==> src/hw/mcc_pkg.sv <==
// constants, types and state layout of the core control block
// What this block does
// - program space is 6K words in six 1K pages
// - after any reset the 13-bit program counter is zero
// - every interrupt source shares the vector at address 0x0001
// - interrupt entry saves status, RAM select, extra switch, accumulator; clears page
// - interrupt return restores context, pops stack, re-enables interrupts
// - irq enable register reachable only by control read and write operations
// - indirect port has no storage; it accesses the address in RAM select
// - 8-bit tick counter, read/write, increments after each instruction cycle
// - tick wrap FFh to 00h sets overflow flag bit 0 and raises timer irq
// - clearing enable bit 0 suppresses the timer interrupt request
// - power-on and watchdog reset load the tick counter with 0x00
// - pc low byte visible in pc register; page bits supply upper bits; 8-deep stack
// - power-on and watchdog reset clear the program counter
// - status: page 7..5, time-out 4, power-down 3, zero 2, half carry 1, carry 0
// - carry is carry out of top bit, inverted for borrow, shifted bit for rotates
// - half carry is carry out of low nibble, inverted for borrow
// - zero flag set when an arithmetic or logic result is zero
// - power-down mark set at power-on or watchdog clear, cleared by sleep, kept by watchdog
// - time-out flag set at power-on or watchdog clear, cleared on watchdog time-out
// - page codes 0..5 select pages at code times 0x400
// - RAM select low six bits address 0x00..0x3f, top two bits select bank
package mcc_pkg;
  // ********************
  // data space map
  // ********************
  localparam logic [5:0] MCC_A_INDIRECT = 6'h00;
  localparam logic [5:0] MCC_A_TICK = 6'h01;
  localparam logic [5:0] MCC_A_PCLOW = 6'h02;
  localparam logic [5:0] MCC_A_STATUS = 6'h03;
  localparam logic [5:0] MCC_A_RAMSEL = 6'h04;
  localparam logic [5:0] MCC_A_EXTRA = 6'h08;
  localparam logic [5:0] MCC_A_IRQFLAG = 6'h0f;
  localparam logic [5:0] MCC_C_IRQEN = 6'h0f;
  localparam logic [5:0] MCC_COMMON_TOP = 6'h1f;
  // ********************
  // status fields and reset values
  // ********************
  localparam int MCC_S_C = 0;
  localparam int MCC_S_HC = 1;
  localparam int MCC_S_Z = 2;
  localparam int MCC_S_P = 3;
  localparam int MCC_S_T = 4;
  localparam int MCC_EXTRA_BIT = 7;
  localparam logic [7:0] MCC_STATUS_RST = 8'h18;
  localparam logic [2:0] MCC_PAGE_LAST = 3'h5;
  localparam logic [12:0] MCC_VECTOR = 13'h0001;
  localparam logic [12:0] MCC_PC_RST = 13'h0000;
  localparam logic [7:0] MCC_TICK_RST = 8'h00;
  localparam logic [7:0] MCC_TICK_MAX = 8'hff;
  localparam logic [7:0] MCC_IRQ_MASK = 8'h9f;
  // ********************
  // types
  // ********************
  typedef enum logic [3:0] {
    MCC_STEP = 4'h0, MCC_JUMP = 4'h1, MCC_CALL = 4'h2, MCC_RET = 4'h3,
    MCC_IRQ_RET = 4'h4, MCC_DRD = 4'h5, MCC_DWR = 4'h6, MCC_CRD = 4'h7,
    MCC_CWR = 4'h8, MCC_WDOG_CLR = 4'h9, MCC_SLEEP = 4'ha, MCC_ADD = 4'hb,
    MCC_SUB = 4'hc, MCC_LOGIC = 4'hd, MCC_RRC = 4'he, MCC_RLC = 4'hf
  } mcc_kind_e;
  typedef struct packed {
    logic valid;
    mcc_kind_e kind;
    logic [5:0] addr;
    logic [7:0] wdata;
    logic [7:0] operand;
    logic [9:0] target;
    logic [7:0] acc;
  } mcc_req_s;
  typedef struct packed {
    logic rd_valid;
    logic [7:0] rd_data;
    logic ext_valid;
    logic ext_we;
    logic [8:0] ext_addr;
    logic [7:0] ext_wdata;
    logic acc_load;
    logic [7:0] acc_data;
  } mcc_rsp_s;
  typedef struct packed {
    logic [12:0] pc;
    logic [7:0][12:0] stack;
    logic [2:0] sp;
    logic [7:0] tick;
    logic [7:0] status;
    logic [7:0] ram_sel;
    logic extra;
    logic [7:0] irq_flag;
    logic [7:0] irq_en;
    logic gie;
    logic irq_req;
    logic [7:0] sv_status;
    logic [7:0] sv_ram_sel;
    logic sv_extra;
    logic [7:0] sv_acc;
    mcc_rsp_s rsp;
  } mcc_state_s;
endpackage : mcc_pkg

==> src/hw/mcc_core.sv <==
// core control: program counter, stack, interrupt entry, tick counter, status
`timescale 1ns/100ps
`default_nettype none
module mcc_core
(
  input wire logic clock,
  input wire logic rst_b,
  input wire logic wdt_rst,
  input wire mcc_pkg::mcc_req_s req,
  input wire logic [4:0] irq_src,
  output logic [12:0] pc,
  output logic [7:0] status,
  output logic irq_req,
  output mcc_pkg::mcc_rsp_s rsp
);
  import mcc_pkg::*;

  mcc_state_s q;
  mcc_state_s d;
  logic [5:0] eff;
  logic [12:0] next_pc;
  logic [8:0] sum9;
  logic [4:0] nib5;
  logic [7:0] res;
  logic take;
  logic tick_wr;
  logic wrap;

  // ********************
  // next state
  // ********************
  always_comb
  begin
    d = q;
    d.rsp.rd_valid = 1'b0;
    d.rsp.ext_valid = 1'b0;
    d.rsp.ext_we = 1'b0;
    d.rsp.acc_load = 1'b0;
    eff = (req.addr == MCC_A_INDIRECT) ? q.ram_sel[5:0] : req.addr;
    next_pc = q.pc + 13'h0001;
    sum9 = 9'h000;
    nib5 = 5'h00;
    res = 8'h00;
    tick_wr = req.valid && req.kind == MCC_DWR && eff == MCC_A_TICK;
    wrap = req.valid && !tick_wr && q.tick == MCC_TICK_MAX;
    take = req.valid && q.gie && q.irq_req && !wdt_rst
      && !(req.kind inside {MCC_JUMP, MCC_CALL, MCC_RET, MCC_IRQ_RET});
    if (req.valid)
    begin
      d.tick = q.tick + 8'h01;
      unique case (req.kind)
        MCC_STEP: ;
        MCC_JUMP: next_pc = {q.status[7:5], req.target};
        MCC_CALL:
        begin
          d.stack[q.sp] = next_pc;
          d.sp = q.sp + 3'h1;
          next_pc = {q.status[7:5], req.target};
        end
        MCC_RET, MCC_IRQ_RET:
        begin
          d.sp = q.sp - 3'h1;
          next_pc = q.stack[d.sp];
          if (req.kind == MCC_IRQ_RET)
          begin
            d.status = q.sv_status;
            d.ram_sel = q.sv_ram_sel;
            d.extra = q.sv_extra;
            d.rsp.acc_load = 1'b1;
            d.rsp.acc_data = q.sv_acc;
            d.gie = 1'b1;
          end
        end
        MCC_DRD:
        begin
          d.rsp.rd_valid = 1'b1;
          unique case (eff)
            MCC_A_INDIRECT: d.rsp.rd_data = 8'h00;
            MCC_A_TICK: d.rsp.rd_data = q.tick;
            MCC_A_PCLOW: d.rsp.rd_data = q.pc[7:0];
            MCC_A_STATUS: d.rsp.rd_data = q.status;
            MCC_A_RAMSEL: d.rsp.rd_data = q.ram_sel;
            MCC_A_EXTRA: d.rsp.rd_data = {q.extra, 7'h00};
            MCC_A_IRQFLAG: d.rsp.rd_data = q.irq_flag;
            default:
            begin
              d.rsp.rd_valid = 1'b0;
              d.rsp.ext_valid = 1'b1;
            end
          endcase
        end
        MCC_DWR:
        begin
          unique case (eff)
            MCC_A_INDIRECT: ;
            MCC_A_TICK: d.tick = req.wdata;
            MCC_A_PCLOW: next_pc = {q.status[7:5], q.pc[9:8], req.wdata};
            MCC_A_STATUS:
            begin
              d.status[2:0] = req.wdata[2:0];
              if (req.wdata[7:5] <= MCC_PAGE_LAST)
                d.status[7:5] = req.wdata[7:5];
            end
            MCC_A_RAMSEL: d.ram_sel = req.wdata;
            MCC_A_EXTRA: d.extra = req.wdata[MCC_EXTRA_BIT];
            MCC_A_IRQFLAG: d.irq_flag = req.wdata & MCC_IRQ_MASK;
            default:
            begin
              d.rsp.ext_valid = 1'b1;
              d.rsp.ext_we = 1'b1;
            end
          endcase
        end
        MCC_CRD:
        begin
          d.rsp.rd_valid = 1'b1;
          d.rsp.rd_data = (req.addr == MCC_C_IRQEN) ? q.irq_en : 8'h00;
        end
        MCC_CWR:
          if (req.addr == MCC_C_IRQEN)
            d.irq_en = req.wdata;
        MCC_WDOG_CLR:
        begin
          d.status[MCC_S_T] = 1'b1;
          d.status[MCC_S_P] = 1'b1;
        end
        MCC_SLEEP: d.status[MCC_S_P] = 1'b0;
        MCC_ADD:
        begin
          sum9 = {1'b0, req.wdata} + {1'b0, req.operand};
          nib5 = {1'b0, req.wdata[3:0]} + {1'b0, req.operand[3:0]};
          res = sum9[7:0];
          d.status[MCC_S_C] = sum9[8];
          d.status[MCC_S_HC] = nib5[4];
        end
        MCC_SUB:
        begin
          sum9 = {1'b0, req.wdata} - {1'b0, req.operand};
          nib5 = {1'b0, req.wdata[3:0]} - {1'b0, req.operand[3:0]};
          res = sum9[7:0];
          d.status[MCC_S_C] = ~sum9[8];
          d.status[MCC_S_HC] = ~nib5[4];
        end
        MCC_LOGIC: res = req.wdata;
        MCC_RRC:
        begin
          res = {q.status[MCC_S_C], req.wdata[7:1]};
          d.status[MCC_S_C] = req.wdata[0];
        end
        MCC_RLC:
        begin
          res = {req.wdata[6:0], q.status[MCC_S_C]};
          d.status[MCC_S_C] = req.wdata[7];
        end
      endcase
      if (req.kind inside {MCC_ADD, MCC_SUB, MCC_LOGIC})
        d.status[MCC_S_Z] = (res == 8'h00);
      if (req.kind inside {MCC_ADD, MCC_SUB, MCC_LOGIC, MCC_RRC, MCC_RLC})
      begin
        d.rsp.rd_valid = 1'b1;
        d.rsp.rd_data = res;
      end
      if (wrap)
        d.irq_flag[0] = 1'b1;
      d.rsp.ext_addr = {q.extra, q.ram_sel[7:6], eff};
      if (eff <= MCC_COMMON_TOP)
        d.rsp.ext_addr[8:6] = 3'h0;
      d.rsp.ext_wdata = req.wdata;
      d.pc = next_pc;
      if (take)
      begin
        d.stack[q.sp] = next_pc;
        d.sp = q.sp + 3'h1;
        d.sv_status = d.status;
        d.sv_ram_sel = d.ram_sel;
        d.sv_extra = d.extra;
        d.sv_acc = req.acc;
        d.status[7:5] = 3'h0;
        d.pc = MCC_VECTOR;
        d.gie = 1'b0;
      end
    end
    // events set after writes so a set wins over a clear
    d.irq_flag = d.irq_flag | {irq_src[4], 2'b00, irq_src[3:0], 1'b0};
    d.irq_req = |(d.irq_flag & d.irq_en & MCC_IRQ_MASK);
    if (wdt_rst)
    begin
      d.pc = MCC_PC_RST;
      d.tick = MCC_TICK_RST;
      d.status[7:5] = 3'h0;
      d.status[MCC_S_T] = 1'b0;
      d.gie = 1'b1;
      d.rsp = '0;
    end
    if (!rst_b)
    begin
      d = '0;
      d.pc = MCC_PC_RST;
      d.tick = MCC_TICK_RST;
      d.status = MCC_STATUS_RST;
      d.gie = 1'b1;
    end
  end

  always_ff @(posedge clock)
  begin
    q <= d;
  end

  assign pc = q.pc;
  assign status = q.status;
  assign irq_req = q.irq_req;
  assign rsp = q.rsp;
endmodule : mcc_core
`default_nettype wire

==> config.mk <==
export PLATFORM = sky130hd
export DESIGN_NAME = mcc_core
export DESIGN_NICKNAME = d
export VERILOG_FILES = /design/src/hw/mcc_pkg.sv /design/src/hw/mcc_core.sv
export SDC_FILE = /design/constraint.sdc
export NUM_CORES = 1
export LEC_CHECK = 0
export BUFFER_PORTS_ARGS = -buffer_cell sky130_fd_sc_hd__buf_2
export CAP_MARGIN = 20
export CORE_AREA = 2 2 124 246
export CTS_CLUSTER_DIAMETER = 80
export DETAILED_ROUTE_END_ITERATION = 16
export DIE_AREA = 0 0 126 248
export GPL_ROUTABILITY_DRIVEN = 0
export PLACE_DENSITY = 0.71
export SETUP_SLACK_MARGIN = 0.15
export SLEW_MARGIN = 30
export SYNTH_ARGS = -nofsm -noshare
export SYNTH_HDL_FRONTEND = slang
export SYNTH_SLANG_ARGS = --single-unit
==> constraint.sdc <==
create_clock -name clock -period 3.9 [get_ports clock]
set_input_delay 0.39 -clock clock [delete_from_list [all_inputs] [get_ports clock]]
set_output_delay 0.39 -clock clock [all_outputs]
set_load 0.02 [all_outputs]
---- Word level (Yosys, flattened, before mapping) ----
Index checks and enable logic that the tools add are counted.
word-level totals
  bits in registers ....................... 225
  logic and storage cells ................. 166
cells by class
  reduce and logical (&&, ||, !) cells .... 36
  order comparisons ....................... 5
  muxes and demuxes ....................... 53
  eq/ne operators ......................... 24
  bitwise logic cells ..................... 8
  add/subtract/negate cells ............... 8
operators with widths
  cell                   count
  $bwmux 104             2
  $mux 104               2
  $mux 120               1
  $mux 8                 9
  $pmux 8 s7             1
  $mux 13                4
  $pmux 8 s5             1
  $bmux 13 s3            1
  $demux 13 s3           1
  $pmux 13 s3            1
  $pmux 9 s2             2
  $eq 4x4->1 const B     8
  $mux 31                1
  $eq 6x4->1 const B     3
  $mux 9                 2
  $mux 17                1
  $eq 4x3->1 const B     4
  $mux 3                 5
  $add 13x1->13 const B  1
  $eq 6x2->1 const B     2
  $logic_not 6->1        2
  $pmux 3 s2             2
  $add 8x8->9            1
  $logic_and 1x1->1      9
  39 further kinds       68

---- Depth between registers and ports, before layout ----
  depth in word-level cells ............... 12
  gate-level depth with buffers ........... 13
  depth with buffers taken out ............ 10

---- Least setup slack after synthesis ----
Ideal clock, no wire load.
  kind .................................... flip-flop to flip-flop
  from .................................... register q[105] (netlist name)
  to ...................................... register q[141] (netlist name)
  required time ........................... 3.766 ns
  buffers on the path ..................... 4
  setup slack ............................. 0.634 ns
  cell stages (with the launch flop) ...... 14
  arrival ................................. 3.132 ns
  path through ............................ dfxtp_1 > buf_2 > buf_2 > inv_1 > ha_1 > buf_2 > buf_1 > mux4_2 > mux2i_1 > a21oi_1 > o22a_1 > a211oi_1 > a21o_2 > a21oi_1
on the way
  longest elaborated chain between the ends .. 9
ends and longest elaborated chain
  item                                                 RTL line         RTL
  start, declared                                      mcc_core.sv:18   mcc_state_s q;
  start signal, assigned                               mcc_core.sv:207  q <= d;
  branches (longest 8 deep; another with $sub 3x1->3)  n/a
  $mux 120 *                                           mcc_core.sv:170  if (take)
Every way passes the cells marked *. The select of a mux whose other input is x is not followed.
A chain may end at the register's enable or synchronous reset.

---- Worst setup path after layout ----
  from .................................... register q[85] (netlist name)
  to ...................................... register q[147] (netlist name)
on the way
  longest elaborated chain between the ends .. 7
ends and longest elaborated chain
  item         RTL line         RTL
  $mux 6       mcc_core.sv:39   eff = (req.addr == MCC_A_INDIRECT) ? q.ram_sel[5:0] : req.addr;
  $eq 6x2->1   mcc_core.sv:94   unique case (eff)
  $mux 13      mcc_core.sv:94
  $pmux 13 s3  mcc_core.sv:51   unique case (req.kind)
  $mux 13      mcc_core.sv:48   if (req.valid)
  $bwmux 104   mcc_core.sv:172  d.stack[q.sp] = next_pc;
  $mux 120     mcc_core.sv:170
Every way passes these cells. The select of a mux whose other input is x is not followed.

==> metrics.cfg <==
[status]
status=finished clean

[critical_path]
worstSetupEndpointType=flop
startpoint_type=flop
worstPathRequired_ps=4300
setup.worst_path.class=reg2reg
path_max_fanout=9
crit_arrival_ps=3620

[synthesis]
ys.flop_type=dfxtp_1
synthCells=1526
ys_ff_latch=225
synth-seq-area-share_pct=34.5
synth_edf_count=0
synthArstFlopShare_pct=0
synth.distinct_cells=87
synthesis.area_um2=13000
synth_nets=1602
yosysWarnings=0
syn_area_per_cell_um2=8.55

[sta]
finalClockSkew_ps=8.84
finalSetupViolCount=0
slew_viol_final=0
slew_headroom_pct=33.3
max_freq_ghz=0.310
rsz0062_at_grt=false
fin_tns_setup_ps=0
tightest_slew_ps=989
hold_viol=0
period_needed_ps=3220
fin_crit_sh_pct=82.7

[global_routing]
first_global_vias=13283
grt_max_degree=65
overflow=0
track_usage_pct=31.4
antenna_found_initial=3
grt_pass1_wl_um=75600

[power_and_ir_drop]
ir_worst_vdd_uv=244
p_per_area_nw_per_um2=369
power_mw=5.27
total_leakage_power_nw=5.37

[floorplan]
rows=89
initial_core_util_pct=44.4
design.core.area_um2=29400
io-pin-count=112
dieArea_um2=31200
die_x_um=126
dieHeight_um=248

[clock_network]
cts_buffers=20
cts.sinks=225
post_cts_buffers=0
postCtsHoldBufs=0
cts_resized=0
cts.htree.levels=1
root_buffer=clkbuf_16
ctsLongestPathBuffers=3
clk_pin_slew_ps=70
cts_tree=yes
clk_latency_ps=530

[cells_and_area]
final_core_util_pct=48.5
regArea_um2=4510
multi_input_area_um2=7420
fin_nets=1604
layout_commonest_cell=dfxtp_1
nFillCells=2843
layout-drive-gt1-share_pct=18.3
final_cell_mix=dfxtp_1 (224), a21oi_1 (191), nor2_1 (116)
area_growth_pct=9.34

[route]
wirelength_um=50200
drt_first_pass_iters=9
vias_per_cell=6.91
drtIter0Drc=1461
ant_nets=0
post_drt_wl_per_cell_um=26.4
drc=0
vias=13141

[placement]
numPortBuffers=111
hpwl_um=36400

[worst_hold_path]
hold_path_class=in2reg

[flow_run]
cap_violations=0

==> cell type report <==
type / count / area share [%]
Clock buffer: 24 / 3.90
Inverter: 44 / 1.16
Sequential cell: 225 / 31.6
Tap cell: 364 / 3.19
Antenna cell: 1 / 0.0175
Timing Repair Buffer: 174 / 7.23
Clock inverter: 8 / 0.860
Multi-Input combinational cell: 1063 / 52.1
==> synthesized netlist by cell type, types with 10 or more instances <==
master | number | share of area (%)
dfxtp_1 | 225 | 35
nand2b_1 | 16 | 0.77
nand3_1 | 24 | 0.92
o32ai_1 | 10 | 0.67
inv_1 | 42 | 1.2
a31oi_1 | 10 | 0.48
a222oi_1 | 17 | 1.3
a211oi_1 | 33 | 1.9
nor2_1 | 120 | 3.5
o221ai_1 | 110 | 7.4
buf_1 | 10 | 0.29
clkbuf_1 | 97 | 2.8
nor3_1 | 28 | 1.1
mux2i_1 | 51 | 3.9
buf_4 | 61 | 3.5
o21ai_0 | 59 | 2.3
buf_2 | 23 | 0.88
a22oi_1 | 11 | 0.63
xnor2_1 | 13 | 0.87
ha_1 | 21 | 2.0
a21o_1 | 13 | 0.75
o211ai_1 | 11 | 0.63
nand2_1 | 109 | 3.1
a21oi_1 | 191 | 7.3
or2_2 | 11 | 0.53
nor4_1 | 10 | 0.48
mux4_2 | 26 | 4.5
==> per-layer routing <==
layer	vias up	wire [um]	track usage, %
li1	5756	-	-
met1	6224	15800	29.2
met2	809	25200	55.6
met3	348	3410	6.36
met4	4	5760	31.0
met5	-	26	0
==> sequential cells by signal, indices dropped and copies added (netlist names), named ones only <==
signal	count
irq_req	1
pc	13
q	162
rsp	37
status	8
==> worst max-delay path: stages, from the launching register on <==
cell,delay [ps]
dfxtp_1,440
nor4_1,320
buf_4,200
a31oi_1,180
nor3_1,850
a211oi_1,170
o31a_1,320
nor2_1,460
a21oi_1,140
==> final timing paths <==
path	startpoint	endpoint	slack, ps	cells after the start
setup / recovery	q[85]	q[147]	680	8
hold / removal	req[0]	q[37]	100	3
setup reg to reg	q[85]	q[147]	680	8
hold reg to reg	q[37]	rsp[0]	450	2
==> kinds of logic after synthesis <==
logic type	after synthesis	share of synthesized area [%]
multiplexers	78	8.49
XOR/XNOR	18	1.21
buffers and inverters	238	8.90
AO/OA/AOI/OAI	570	31.0
flip-flops	225	34.5
AND/OR/NAND/NOR	374	13.6
adder cells (fa/ha/maj)	23	2.32
==> power by group <==
part	total [mW]	switching, mW	internal [mW]
sequential	2.37	0.0378	2.33
combinational	0.743	0.503	0.240
clock	2.16	0.943	1.21
==> per-stage QoR <==
| stage | worst slack [ps] | hold WS, ps | instance area [um^2] | cells |
|---|---|---|---|---|
| 2_1_floorplan | 634 | 428 | 13000 | 1526 |
| 3_3_place_gp | 880 | 435 | 13600 | 1870 |
| 3_5_place_dp | 827 | 443 | 13600 | 1870 |
| 4_1_cts | 833 | 103 | 14300 | 1902 |
| 5_1_grt | 575 | 117 | 14300 | 1903 |
| 6_report | 676 | 95.5 | 14300 | 1903 |
No activity file was read; power rests on OpenSTA's default activity.
